$ cat config.mk
export PLATFORM = sky130hd
export DESIGN_NAME = dtsq_top
export DESIGN_NICKNAME = d
export VERILOG_FILES = /design/src/common/dtsq_pkg.sv /design/src/design/dtsq_next.sv /design/src/design/dtsq_top.sv
export SDC_FILE = /design/constraint.sdc
export NUM_CORES = 1
export LEC_CHECK = 0
export ABC_AREA = 1
export CAP_MARGIN = 20
export CORE_UTILIZATION = 55
export CTS_CLUSTER_DIAMETER = 120
export CTS_CLUSTER_SIZE = 10
export DETAILED_ROUTE_END_ITERATION = 7
export DONT_BUFFER_PORTS = 1
export MAX_ROUTING_LAYER = met4
export PLACE_DENSITY = 0.7
export SLEW_MARGIN = 0
export SYNTH_ARGS = -nofsm -noshare
export SYNTH_HDL_FRONTEND = slang
export SYNTH_SLANG_ARGS = --single-unit
$ cat constraint.sdc
create_clock -name CLK_I -period 6 [get_ports CLK_I]
set_input_delay 1.2 -clock CLK_I [delete_from_list [all_inputs] [get_ports CLK_I]]
set_output_delay 1.2 -clock CLK_I [all_outputs]
set_load 0.01 [all_outputs]
$ cat src/common/dtsq_pkg.sv
// How it works
// [RULE1] state2 code 0101: channel 3 goes to final, others do nothing
// [RULE2] state2 code 0110: channel 0 to state1, channel 1 to state3
// [RULE3] state2 code 0111: channel 1 to state3, channel 0 to final
// [RULE4] state2 code 1000: channel 0 to state1, channel 2 to state3
// [RULE5] state2 code 1001: channel 2 to state3, channel 0 to final
// [RULE6] state2 code 1010: channel 1 to state1, channel 3 to state3
// [RULE7] state2 code 1011: channel 3 to state3, channel 1 to final
// [RULE8] state2 code 1100: channel 2 to state1, channel 3 to final
// [RULE9] state2 code 1101: channel 2 ignored, channels 0, 1, 3 go to final
// [RULE10] state2 codes 1110 and 1111 never move the sequencer
// [RULE11] simultaneous matches: lowest numbered channel wins
// [RULE12] a match leading to final beats any other simultaneous match
// [RULE13] index 0x27 shows the state3 register only while view select is 10
// [RULE14] state3 register writes need view select 10 and a disarmed module
// [RULE15] state3 register: select in bits 3..0, upper bits read zero, resets zero
// [RULE16] state3 code 0000 any match to state1, code 0001 any match to state2
// [RULE17] software enables a comparator before its matches count
// [RULE18] view select maps comparator a, b or c into window 0x28..0x2f
// [RULE19] view select 11 shows comparator d control plus three address registers
// [RULE20] state register changes only on a qualifying match while armed, once per cycle, or on arming, which restarts it in state1
// [RULE21] state3 codes other than 0000 and 0001 cause no transition
package dtsq_pkg;

    typedef enum logic [1:0] {SEQ_S1, SEQ_S2, SEQ_S3, SEQ_FINAL} dtsq_state_e;

    localparam int unsigned NUM_CH        = 4;
    localparam int unsigned WIN_BYTES     = 8;
    // register indices; byte address is four times the index
    localparam logic [7:0]  IDX_CTRL      = 8'h20;
    localparam logic [7:0]  IDX_SEQ       = 8'h27;
    localparam logic [7:0]  IDX_WIN_LO    = 8'h28;
    localparam logic [7:0]  IDX_WIN_HI    = 8'h2F;
    localparam int unsigned CTRL_ARM_BIT  = 7;
    localparam int unsigned COMP_EN_BIT   = 0;
    localparam logic [1:0]  VIEW_A        = 2'h0;
    localparam logic [1:0]  VIEW_B        = 2'h1;
    localparam logic [1:0]  VIEW_C        = 2'h2;
    localparam logic [1:0]  VIEW_D        = 2'h3;
    localparam logic [3:0]  WIN_LEN_FULL  = 4'h8;
    localparam logic [3:0]  WIN_LEN_SHORT = 4'h4;
    localparam logic [3:0]  SC_RESET      = 4'h0;
    localparam logic [1:0]  VIEW_RESET    = 2'h0;
    localparam logic [7:0]  BANK_RESET    = 8'h00;

    localparam logic [3:0]  SC2_M3F       = 4'h5;
    localparam logic [3:0]  SC2_M0S1_M1S3 = 4'h6;
    localparam logic [3:0]  SC2_M1S3_M0F  = 4'h7;
    localparam logic [3:0]  SC2_M0S1_M2S3 = 4'h8;
    localparam logic [3:0]  SC2_M2S3_M0F  = 4'h9;
    localparam logic [3:0]  SC2_M1S1_M3S3 = 4'hA;
    localparam logic [3:0]  SC2_M3S3_M1F  = 4'hB;
    localparam logic [3:0]  SC2_M2S1_M3F  = 4'hC;
    localparam logic [3:0]  SC2_NOT2_F    = 4'hD;
    localparam logic [3:0]  SC3_TO_S1     = 4'h0;
    localparam logic [3:0]  SC3_TO_S2     = 4'h1;

endpackage

$ cat src/design/dtsq_next.sv
`timescale 1ns/10ps
module dtsq_next (
    input  dtsq_pkg::dtsq_state_e state_i,
    input  logic [3:0]            match_i,
    input  logic [3:0]            sc2_i,
    input  logic [3:0]            sc3_i,
    output logic                  move_o,
    output dtsq_pkg::dtsq_state_e next_o
);
    // per channel: {valid, destination}
    localparam logic [2:0] G_NO = 3'h0;
    localparam logic [2:0] G_S1 = {1'b1, dtsq_pkg::SEQ_S1};
    localparam logic [2:0] G_S2 = {1'b1, dtsq_pkg::SEQ_S2};
    localparam logic [2:0] G_S3 = {1'b1, dtsq_pkg::SEQ_S3};
    localparam logic [2:0] G_F  = {1'b1, dtsq_pkg::SEQ_FINAL};

    logic [11:0] tbl;
    logic [3:0]  hit;
    logic [3:0]  fin;

    always_comb begin
        tbl = {4{G_NO}};
        case (state_i)
            dtsq_pkg::SEQ_S1: tbl = {4{G_S2}};
            dtsq_pkg::SEQ_S2: begin
                case (sc2_i)
                    dtsq_pkg::SC2_M3F:       tbl = {G_F, G_NO, G_NO, G_NO}; // RULE1
                    dtsq_pkg::SC2_M0S1_M1S3: tbl = {G_NO, G_NO, G_S3, G_S1}; // RULE2
                    dtsq_pkg::SC2_M1S3_M0F:  tbl = {G_NO, G_NO, G_S3, G_F}; // RULE3
                    dtsq_pkg::SC2_M0S1_M2S3: tbl = {G_NO, G_S3, G_NO, G_S1}; // RULE4
                    dtsq_pkg::SC2_M2S3_M0F:  tbl = {G_NO, G_S3, G_NO, G_F}; // RULE5
                    dtsq_pkg::SC2_M1S1_M3S3: tbl = {G_S3, G_NO, G_S1, G_NO}; // RULE6
                    dtsq_pkg::SC2_M3S3_M1F:  tbl = {G_S3, G_NO, G_F, G_NO}; // RULE7
                    dtsq_pkg::SC2_M2S1_M3F:  tbl = {G_F, G_S1, G_NO, G_NO}; // RULE8
                    dtsq_pkg::SC2_NOT2_F:    tbl = {G_F, G_NO, G_F, G_F}; // RULE9
                    default:                 tbl = {4{G_NO}}; // RULE10
                endcase
            end
            dtsq_pkg::SEQ_S3: begin
                case (sc3_i)
                    dtsq_pkg::SC3_TO_S1: tbl = {4{G_S1}}; // RULE16
                    dtsq_pkg::SC3_TO_S2: tbl = {4{G_S2}}; // RULE16
                    default:             tbl = {4{G_NO}}; // RULE21
                endcase
            end
            default: tbl = {4{G_NO}};
        endcase
    end

    genvar c;
    generate
        for (c = 0; c < 4; c++) begin : g_ch
            assign hit[c] = match_i[c] & tbl[3*c+2];
            assign fin[c] = hit[c] & (tbl[3*c +: 2] == dtsq_pkg::SEQ_FINAL);
        end
    endgenerate

    always_comb begin
        move_o = |hit;
        next_o = state_i;
        for (int i = 3; i >= 0; i--) begin
            if (hit[i]) begin
                next_o = dtsq_pkg::dtsq_state_e'(tbl[3*i +: 2]); // RULE11
            end
        end
        if (|fin) begin
            next_o = dtsq_pkg::SEQ_FINAL; // RULE12
        end
    end

endmodule

$ cat src/design/dtsq_top.sv
`timescale 1ns/10ps
module dtsq_top #(
    parameter int unsigned ADDR_W = 12
) (
    input  wire logic              CLK_I,
    input  wire logic              NRST_I,
    input  wire logic              PSEL_I,
    input  wire logic              PENABLE_I,
    input  wire logic              PWRITE_I,
    input  wire logic [ADDR_W-1:0] PADDR_I,
    input  wire logic [31:0]       PWDATA_I,
    output logic      [31:0]       PRDATA_O,
    output logic                   PREADY_O,
    output logic                   PSLVERR_O,
    input  wire logic [3:0]        MATCH_I,
    output logic      [1:0]        SEQ_STATE_O,
    output logic                   ARMED_O,
    output logic                   FINAL_O
);

    generate
        if (ADDR_W < 10) begin : g_chk
            $error("ADDR_W must be at least 10");
        end
    endgenerate

    typedef struct packed {
        logic                       armed;
        logic                       final_hit;
        logic [1:0]                 view;
        logic [3:0]                 sc2;
        logic [3:0]                 sc3;
        dtsq_pkg::dtsq_state_e      seq;
        logic [3:0][7:0][7:0]       bank;
        logic [31:0]                prdata;
        logic                       pready;
        logic                       pslverr;
    } dtsq_main_s;

    // all-zero reset: sequencer in state1, disarmed, view a, selects zero
    localparam dtsq_main_s RST_STATE = '0;

    dtsq_main_s            cur_r;
    dtsq_main_s            cur_nxt;
    logic [7:0]            idx;
    logic                  addr_ok;
    logic [2:0]            win_off;
    logic [3:0]            win_len;
    logic                  rd_hit;
    logic [7:0]            rd_data;
    logic                  setup;
    logic                  acc_wr;
    logic                  ctrl_wr;
    logic                  arm_new;
    logic [3:0]            gm;
    logic                  seq_move;
    dtsq_pkg::dtsq_state_e seq_next;

    assign idx     = PADDR_I[9:2];
    assign addr_ok = (PADDR_I[1:0] == 2'b00) && ((PADDR_I >> 10) == '0);
    assign win_off = idx[2:0];
    assign setup   = PSEL_I & ~PENABLE_I;
    // write lands on the access edge at which pready is seen high
    assign acc_wr  = PSEL_I & PENABLE_I & cur_r.pready & PWRITE_I & rd_hit;
    assign ctrl_wr = acc_wr && (idx == dtsq_pkg::IDX_CTRL);
    assign arm_new = PWDATA_I[dtsq_pkg::CTRL_ARM_BIT];

    // a comparator left disabled never reaches the sequencer
    genvar c;
    generate
        for (c = 0; c < dtsq_pkg::NUM_CH; c++) begin : g_gate
            assign gm[c] = MATCH_I[c] & cur_r.bank[c][0][dtsq_pkg::COMP_EN_BIT]; // RULE17
        end
    endgenerate

    dtsq_next u_next (
        .state_i (cur_r.seq),
        .match_i (gm),
        .sc2_i   (cur_r.sc2),
        .sc3_i   (cur_r.sc3),
        .move_o  (seq_move),
        .next_o  (seq_next)
    );

    // comparators b and d only back the first four window bytes
    always_comb begin
        win_len = dtsq_pkg::WIN_LEN_FULL; // RULE18
        if (cur_r.view == dtsq_pkg::VIEW_B || cur_r.view == dtsq_pkg::VIEW_D) begin
            win_len = dtsq_pkg::WIN_LEN_SHORT; // RULE19
        end
    end

    always_comb begin
        rd_hit  = 1'b0;
        rd_data = 8'h00;
        if (addr_ok) begin
            if (idx == dtsq_pkg::IDX_CTRL) begin
                rd_hit  = 1'b1;
                rd_data = {cur_r.armed, 5'h00, cur_r.view};
            end else if (idx == dtsq_pkg::IDX_SEQ) begin
                rd_hit = 1'b1;
                case (cur_r.view)
                    dtsq_pkg::VIEW_A: rd_data = {cur_r.armed, cur_r.final_hit, 4'h0, cur_r.seq};
                    dtsq_pkg::VIEW_B: rd_data = {4'h0, cur_r.sc2};
                    dtsq_pkg::VIEW_C: rd_data = {4'h0, cur_r.sc3}; // RULE13 RULE15
                    default:          rd_data = {4'h0, gm};
                endcase
            end else if (idx >= dtsq_pkg::IDX_WIN_LO && idx <= dtsq_pkg::IDX_WIN_HI) begin
                rd_hit = 1'b1;
                if ({1'b0, win_off} < win_len) begin
                    rd_data = cur_r.bank[cur_r.view][win_off]; // RULE18 RULE19
                end
            end
        end
    end

    always_comb begin
        cur_nxt        = cur_r;
        cur_nxt.pready = 1'b0;
        if (setup) begin
            // answer is prepared in setup so the access phase needs no wait
            cur_nxt.pready  = 1'b1;
            cur_nxt.prdata  = {24'h00_0000, rd_data};
            cur_nxt.pslverr = ~rd_hit;
        end
        if (cur_r.armed && seq_move) begin
            cur_nxt.seq = seq_next; // RULE20
            if (seq_next == dtsq_pkg::SEQ_FINAL) begin
                cur_nxt.armed     = 1'b0;
                cur_nxt.final_hit = 1'b1;
            end
        end
        // software writes come last so their armed and view values win over a same-cycle move; the state still takes the move
        if (ctrl_wr) begin
            cur_nxt.view  = PWDATA_I[1:0];
            cur_nxt.armed = arm_new;
            if (arm_new && !cur_r.armed) begin
                cur_nxt.seq       = dtsq_pkg::SEQ_S1;
                cur_nxt.final_hit = 1'b0;
            end
        end else if (acc_wr && !cur_r.armed) begin
            if (idx == dtsq_pkg::IDX_SEQ) begin
                if (cur_r.view == dtsq_pkg::VIEW_B) begin
                    cur_nxt.sc2 = PWDATA_I[3:0];
                end else if (cur_r.view == dtsq_pkg::VIEW_C) begin
                    cur_nxt.sc3 = PWDATA_I[3:0]; // RULE14
                end
            end else if ({1'b0, win_off} < win_len) begin
                cur_nxt.bank[cur_r.view][win_off] = PWDATA_I[7:0];
            end
        end
    end

    always_ff @(posedge CLK_I or negedge NRST_I) begin
        if (!NRST_I) begin
            cur_r <= RST_STATE; // RULE15
        end else begin
            cur_r <= cur_nxt;
        end
    end

    assign PRDATA_O    = cur_r.prdata;
    assign PREADY_O    = cur_r.pready;
    assign PSLVERR_O   = cur_r.pslverr;
    assign SEQ_STATE_O = cur_r.seq;
    assign ARMED_O     = cur_r.armed;
    assign FINAL_O     = cur_r.final_hit;

    logic live;
    logic sc3_try;
    logic in_s2;
    logic in_s3;
    assign live    = cur_r.armed && !ctrl_wr;
    assign sc3_try = PSEL_I && PENABLE_I && cur_r.pready && PWRITE_I && addr_ok
                     && idx == dtsq_pkg::IDX_SEQ && cur_r.view == dtsq_pkg::VIEW_C && cur_r.armed;
    assign in_s2   = live && cur_r.seq == dtsq_pkg::SEQ_S2;
    assign in_s3   = live && cur_r.seq == dtsq_pkg::SEQ_S3;
endmodule

# [After elaboration in Yosys (flattened, before gate mapping)]
# Memories as Yosys holds them, arrays and structs flattened.
# Index checks and enable logic that the tools add are counted.
# W data, S select, Z words.
[word_totals] register_bits=280 mem_bits_ro=176 in_bits=53 out_inout_bits=38 word_cells=142 memories=1
[op_classes] order_cmp=7 eq_ne=13 muxes=35 n_bitwise=22 n_reduce_logical=23
[mem_list] memory="(no name shown)" words=16 word_bits=11 read_ports=1 rd_ports_with_merged_regs=0 wr=0 line_no="dtsq_next.sv:26" source="case (sc2_i)"
[ops] op="$bwmux W256" n=1
[ops] op="$bmux W64 S2" n=1
[ops] op="$demux W64 S2" n=1
[ops] op="$mux W64" n=2
[ops] op="$mux W8" n=7
[ops] op="$pmux W12 S3" n=1
[ops] op="$bmux W8 S3" n=1
[ops] op="$demux W8 S3" n=1
[ops] op="$pmux W12 S2" n=1
[ops] op="$pmux W8 S3" n=1
[ops] op="$mux W2" n=11
[ops] op="$and A1 B1 Y1" n=17
[ops] op="$eq A2 B2 Y1 const B" n=8
[ops] op="$eq A8 B6 Y1 const B" n=2
[ops] op="$logic_not A12 Y1" n=1
[ops] op="$ge A8 B6 Y1 const B" n=1
[ops] op="$le A8 B6 Y1 const B" n=1
[ops] op="$logic_and A1 B1 Y1" n=8
[ops] op="$mux W4" n=2
[ops] op="$reduce_and A4 Y1" n=2
[ops] op="$reduce_or A4 Y1" n=2
[ops] op="$logic_not A2 Y1" n=3
[ops] op="$mux W1" n=5
[ops] op="$not A1 Y1" n=5
[ops] op="other kinds (13)" n=15

# [Logic depth before layout (Yosys ltp)]
[depth] ltp_word=14 depth_mapped=15 mapped_depth_nobuf=15

# [Hierarchy]
# From an unflattened synthesis, not the netlist that was laid out.
[unflattened] cells_unflattened=1969 area_unflattened_um2=14823.0
[modules_own_cells] mod="dtsq_top" n_inst=1 cells_per_inst=1876 area_each_um2=14383.8
[modules_own_cells] mod="dtsq_next" n_inst=1 cells_per_inst=93 area_each_um2=439.2

# [Worst setup path before layout]
# Ideal clock, no wire load.
[synth_timing] path_kind="input to register" start="input port PADDR_I[3]" end="register cur_r[226] (netlist name)" setup_time_ps=118 t_arrival_ps=2957 t_required_ps=5882 setup_slack_ps=2924 path_stages=10 path_buffers=2 cell_sequence="buf_2 nor3_4 nand3_1 nand2_1 nand3_1 nor3_4 buf_2 nand3_1 nand2_1 nand2_1"
[synth_between] elab_chain_cells=10 elab_cells_between_ends=24 cone_classes="5 x order compare; 2 x eq/ne; 9 x mux; 3 x bitwise; 5 x reduce/logical"
[synth_rtl] element="from (decl)" line_no="dtsq_top.sv:10" source="input wire logic [ADDR_W-1:0] PADDR_I,"
[synth_rtl] element="$ge A8 B6 Y1 or $le A8 B6 Y1 (tied branches)" line_no="dtsq_top.sv:108" source="end else if (idx >= dtsq_pkg::IDX_WIN_LO && idx <= dtsq_pkg::IDX_WIN_HI) begin"
[synth_rtl] element="$logic_and A1 B1 Y1" line_no="dtsq_top.sv:108"
[synth_rtl] element="$mux W1" line_no="dtsq_top.sv:108"
[synth_rtl] element="$mux W1" line_no="dtsq_top.sv:100" source="end else if (idx == dtsq_pkg::IDX_SEQ) begin"
[synth_rtl] element="$mux W1" line_no="dtsq_top.sv:97" source="if (idx == dtsq_pkg::IDX_CTRL) begin"
[synth_rtl] element="$mux W1" line_no="dtsq_top.sv:96" source="if (addr_ok) begin"
[synth_rtl] element="$and A1 B1 Y1" line_no="dtsq_top.sv:64" source="assign acc_wr = PSEL_I & PENABLE_I & cur_r.pready & PWRITE_I & rd_hit;"
[synth_rtl] element="$logic_and A1 B1 Y1" line_no="dtsq_top.sv:65" source="assign ctrl_wr = acc_wr && (idx == dtsq_pkg::IDX_CTRL);"
[synth_rtl] element="$not A1 Y1 (no line)"
[synth_rtl] element="$reduce_and A4 Y1 (no line)"
[synth_rtl] element="to (signal assigned)" line_no="dtsq_top.sv:158" source="cur_r <= cur_nxt;"
[synth_rtl] element="to (decl)" line_no="dtsq_top.sv:43" source="dtsq_main_s cur_r;"
# Parallel ways exist; a longest one is shown, timed or not.
# A chain may end at the register's enable or synchronous reset.

# [Final worst setup path]
[layout_timing] start="input port PADDR_I[6]" end="register cur_r[200] (netlist name)"
[layout_between] elab_chain_cells=10 elab_cells_between_ends=15 cone_classes="2 x order compare; 2 x eq/ne; 4 x mux; 3 x bitwise; 4 x reduce/logical"
[layout_rtl] element="$ge A8 B6 Y1 or $le A8 B6 Y1 (tied branches)" line_no="dtsq_top.sv:108"
[layout_rtl] element="$logic_and A1 B1 Y1" line_no="dtsq_top.sv:108"
[layout_rtl] element="$mux W1" line_no="dtsq_top.sv:108"
[layout_rtl] element="$mux W1" line_no="dtsq_top.sv:100"
[layout_rtl] element="$mux W1" line_no="dtsq_top.sv:97"
[layout_rtl] element="$mux W1" line_no="dtsq_top.sv:96"
[layout_rtl] element="$and A1 B1 Y1" line_no="dtsq_top.sv:64"
[layout_rtl] element="$logic_and A1 B1 Y1" line_no="dtsq_top.sv:65"
[layout_rtl] element="$not A1 Y1 (no line)"
[layout_rtl] element="$reduce_and A4 Y1 (no line) *"
# Every way passes the cells marked *; elsewhere a longest branch is shown, timed or not.

==> results.md <==
- Crit Path Max Fanout: 162
- Synth cell types: 31
- Vias in the first global route: 10,439
- Rel. slew slack: 35.4%
- Synth area leader: dfrtp_1
- Avg Cell Area, Syn: 8.28 um2
- DRT Wirelength: 34.8 mm
- Cts bufs inserted: 31
- Reg2reg start: cur_r[300]
- Buf/Inv on CP: 1
- Fin nets: 1,547
- Initial DRC Count: 1,184
- R2R cell count: 11
- Syn Inst Count: 1,637
- Final GP Congestion: 0.871
- Fmax: 0.280 GHz
- Hold Buf Count CTS: 0
- Critical R2R Capture: PRDATA_O[0]
- Io pins: 91
- Worst vdd ir: 0.000184 V
- CTS tree: done
- Max Cap Violations: 0
- Core Box Area: 24,200 um2
- Register bit total from synthesis: 280
- Final HPWL DP: 19.7 mm
- Final Max Tran Viols: 0
- Gate power share: 1.2%
- Cell count along the critical path: 9
- Post-route minimum period: 3570 ps
- Clock network fraction of total power: 45.4%
- Max H-tree Level: 1
- Initial antenna violation count: 1
- Asr flop ratio synth: 100%
- Worst Tran Pin Value: 968 ps
- Internal power: 2.79 mW
- Critical Path RT: 6430 ps
- Cts repair resizes: 0
- Crit path kind: primary input to flop
- Status: complete, no violations
- Clk slew on worst S/H paths: 60 ps
- Antenna viol nets, final: 0
- Static Leak: 7.38 nW
- Clock Root Buffer: clkbuf_16
- Critical Path End Type: flop
- Starting Density: 55.9%
- Synth top area cells: dfrtp_1 52%, nand2_1 17%, nand4_1 9.6%
- Power per cell area: 252 nW/um2
- Layout cells sized above 1: 5.04%
- Synth Warn #: 0
- Sw Share: 21.1%
- DIE AREA: 25,300 um2
- First-pass DRT Iterations: 7
- Worst skew pair latency: 550 ps
- CTS max path bufs: 3
- Top_reg_cell synth: dfrtp_1
- Tot GR Track Use: 28.6%
- Count of final hold-check violations: 0
- CP delay by family, top: simple AND/OR/NAND/NOR gates
- Die Height: 159 um
- Post-synth top area share: 51.7%
- Global-route wire length before repair: 56.6 mm
- Placed Area: 13,300 um2
- Post-synthesis sequential area ratio: 51.7%
- Slowest cell delay on critical path: 530 ps
- Min-delay worst type: primary input to asynchronous set/reset pin
- FP Rows: 57
- Die X-Extent: 159 um
- Cell Chain, Critical Path: nor4_2, nand3_1, nand2_1, nand3_1, nor3_4, buf_12, nand3_1, nand2_1, nand2_1
- Mapped Area: 13,600 um2
- Hold Slack: 359 ps
- # fillers: 2,167
- Net Sw Power: 746 uW
- Via/cell ratio: 6.05
- Critical path arrival: 4000 ps
- Area Growth Syn to Fin: 3.67%
- R2r setup slk: 2630 ps
- Postcts setup bufs: 0
- Via count: 10,976
- Final period utilization: 59.5%
- Largest net degree at the start of global routing: 281
- Design Area, Final: 14,100 um2
- CTS sink cnt: 280
- Flop pwr share: 53.4%
- Worst setup SP type: primary input
- Residual DRC: 0
- Critical Path Slowest Stage Cell: nand3_1
- Post-route setup TNS: 0 ps
- Max Clock Skew: 8.29 ps
- Final Util: 57.9%
- Unrepaired setup endpoints after global routing: no
- I/O Buffers: 0
- Remaining Overflow, GRT: 0
- Number of synthesized flops with an enable pin: 0
- Final-report setup violation count: 0
- Routed len/inst: 19.2 um
==> worst max-delay path by stage <==
| stage | from | endpoint |
|---|---|---|
| 2_1_floorplan | PADDR_I[3] | cur_r[226] |
| 3_3_place_gp | PADDR_I[6] | cur_r[126] |
| 3_5_place_dp | PADDR_I[6] | cur_r[128] |
| 4_1_cts | PADDR_I[6] | cur_r[165] |
| 5_1_grt | PADDR_I[6] | cur_r[166] |
| 6_report | PADDR_I[6] | cur_r[200] |
==> worst reg2reg max path, stage by stage (launching register included) <==
cell and delay (ps):
dfrtp_1 500, nand2_1 200, clkinv_2 740, buf_4 580, a22oi_1 220, nand2_1 80, nand2_1 110, nand4_1 220
o21ai_0 360, nand2_1 110, nand2_1 90, nand2_1 50
==> cell usage after synthesis (2+ instances only) <==
library cell	count
a21boi_0	2
a21oi_1	17
a22o_1	2
a22oi_1	126
buf_1	18
buf_2	26
buf_4	35
clkbuf_1	142
dfrtp_1	280
ha_1	3
inv_1	39
nand2_1	614
nand3_1	40
nand3_2	10
nand4_1	207
nor2_1	29
nor3_1	8
nor3_4	3
o211ai_1	2
o21ai_0	23
==> sequential cells by signal (all words and copies together) (netlist names) <==
| name | count |
|---|---|
| cur_r | 266 |
| PRDATA_O | 8 |
| SEQ_STATE_O | 2 |
| ARMED_O | 1 |
| FINAL_O | 1 |
| PREADY_O | 1 |
| PSLVERR_O | 1 |
==> through the flow <==
step                      setup slack, ps  cells  power [mW]
after global placement               2020   1782        1.96
after CTS                            2560   1813        3.56
after floorplan                      2920   1660        1.99
final                                2430   1814        3.54
after global routing                 2230   1814        3.63
after detailed placement             1980   1782        1.97
==> cell usage in the layout (no fill, tap or decap), drive strengths merged <==
| cell type | n |
|---|---|
| ha | 3 |
| o211ai | 2 |
| inv | 39 |
| a22oi | 126 |
| nand2 | 614 |
| nor2 | 29 |
| buf | 19 |
| nor3 | 11 |
| dfrtp | 280 |
| o2111ai | 1 |
| o221ai | 1 |
| nand3 | 50 |
| diode | 1 |
| a221oi | 1 |
| nand4 | 207 |
| clkbuf | 31 |
| conb | 24 |
| clkinv | 2 |
| nor3b | 1 |
| nand3b | 1 |
| o21ai | 24 |
| a21boi | 2 |
| a21oi | 17 |
| a22o | 2 |
| a21o | 1 |
| nor4 | 1 |
==> layout make-up <==
type / count / area, um2 / share of cell area (%)
Tap cell: 324 / 405 / 2.89
Inverter: 41 / 155 / 1.10
Multi-Input combinational cell: 1118 / 5540 / 39.4
Timing Repair Buffer: 19 / 168 / 1.19
Sequential cell: 280 / 7010 / 49.9
Antenna cell: 1 / 2.50 / 0.0178
Clock buffer: 31 / 776 / 5.52
==> power by group through the flow <==
stage	sequential (mW)	combinational [mW]	clock (mW)
final	1.89	0.0424	1.61
after global routing	1.89	0.0458	1.70
after CTS	1.89	0.0416	1.63
after detailed placement	1.92	0.0414	0
after global placement	1.92	0.0413	0
after floorplan	1.92	0.0615	0
==> layer usage <==
metal	GRT usage (%)	up-vias	share of wire [%]
met5	-	-	0
met1	40.9	5323	45
met3	4.19	62	6.6
met4	7.78	0	2.6
met2	43.0	417	46
li1	-	5174	-
==> cells by family (layout without fill, tap and decap cells) <==
kind of cell | Yosys count | after routing | synth area share, %
simple gates | 914 | 914 | 30.4
flops | 280 | 280 | 51.7
buf+inv | 262 | 91 | 8.47
compound gates | 177 | 177 | 9.09
fa+ha+maj | 3 | 3 | 0.277
other cells | 1 | 25 | 0.0277
No activity file was read; power rests on OpenSTA's default activity.
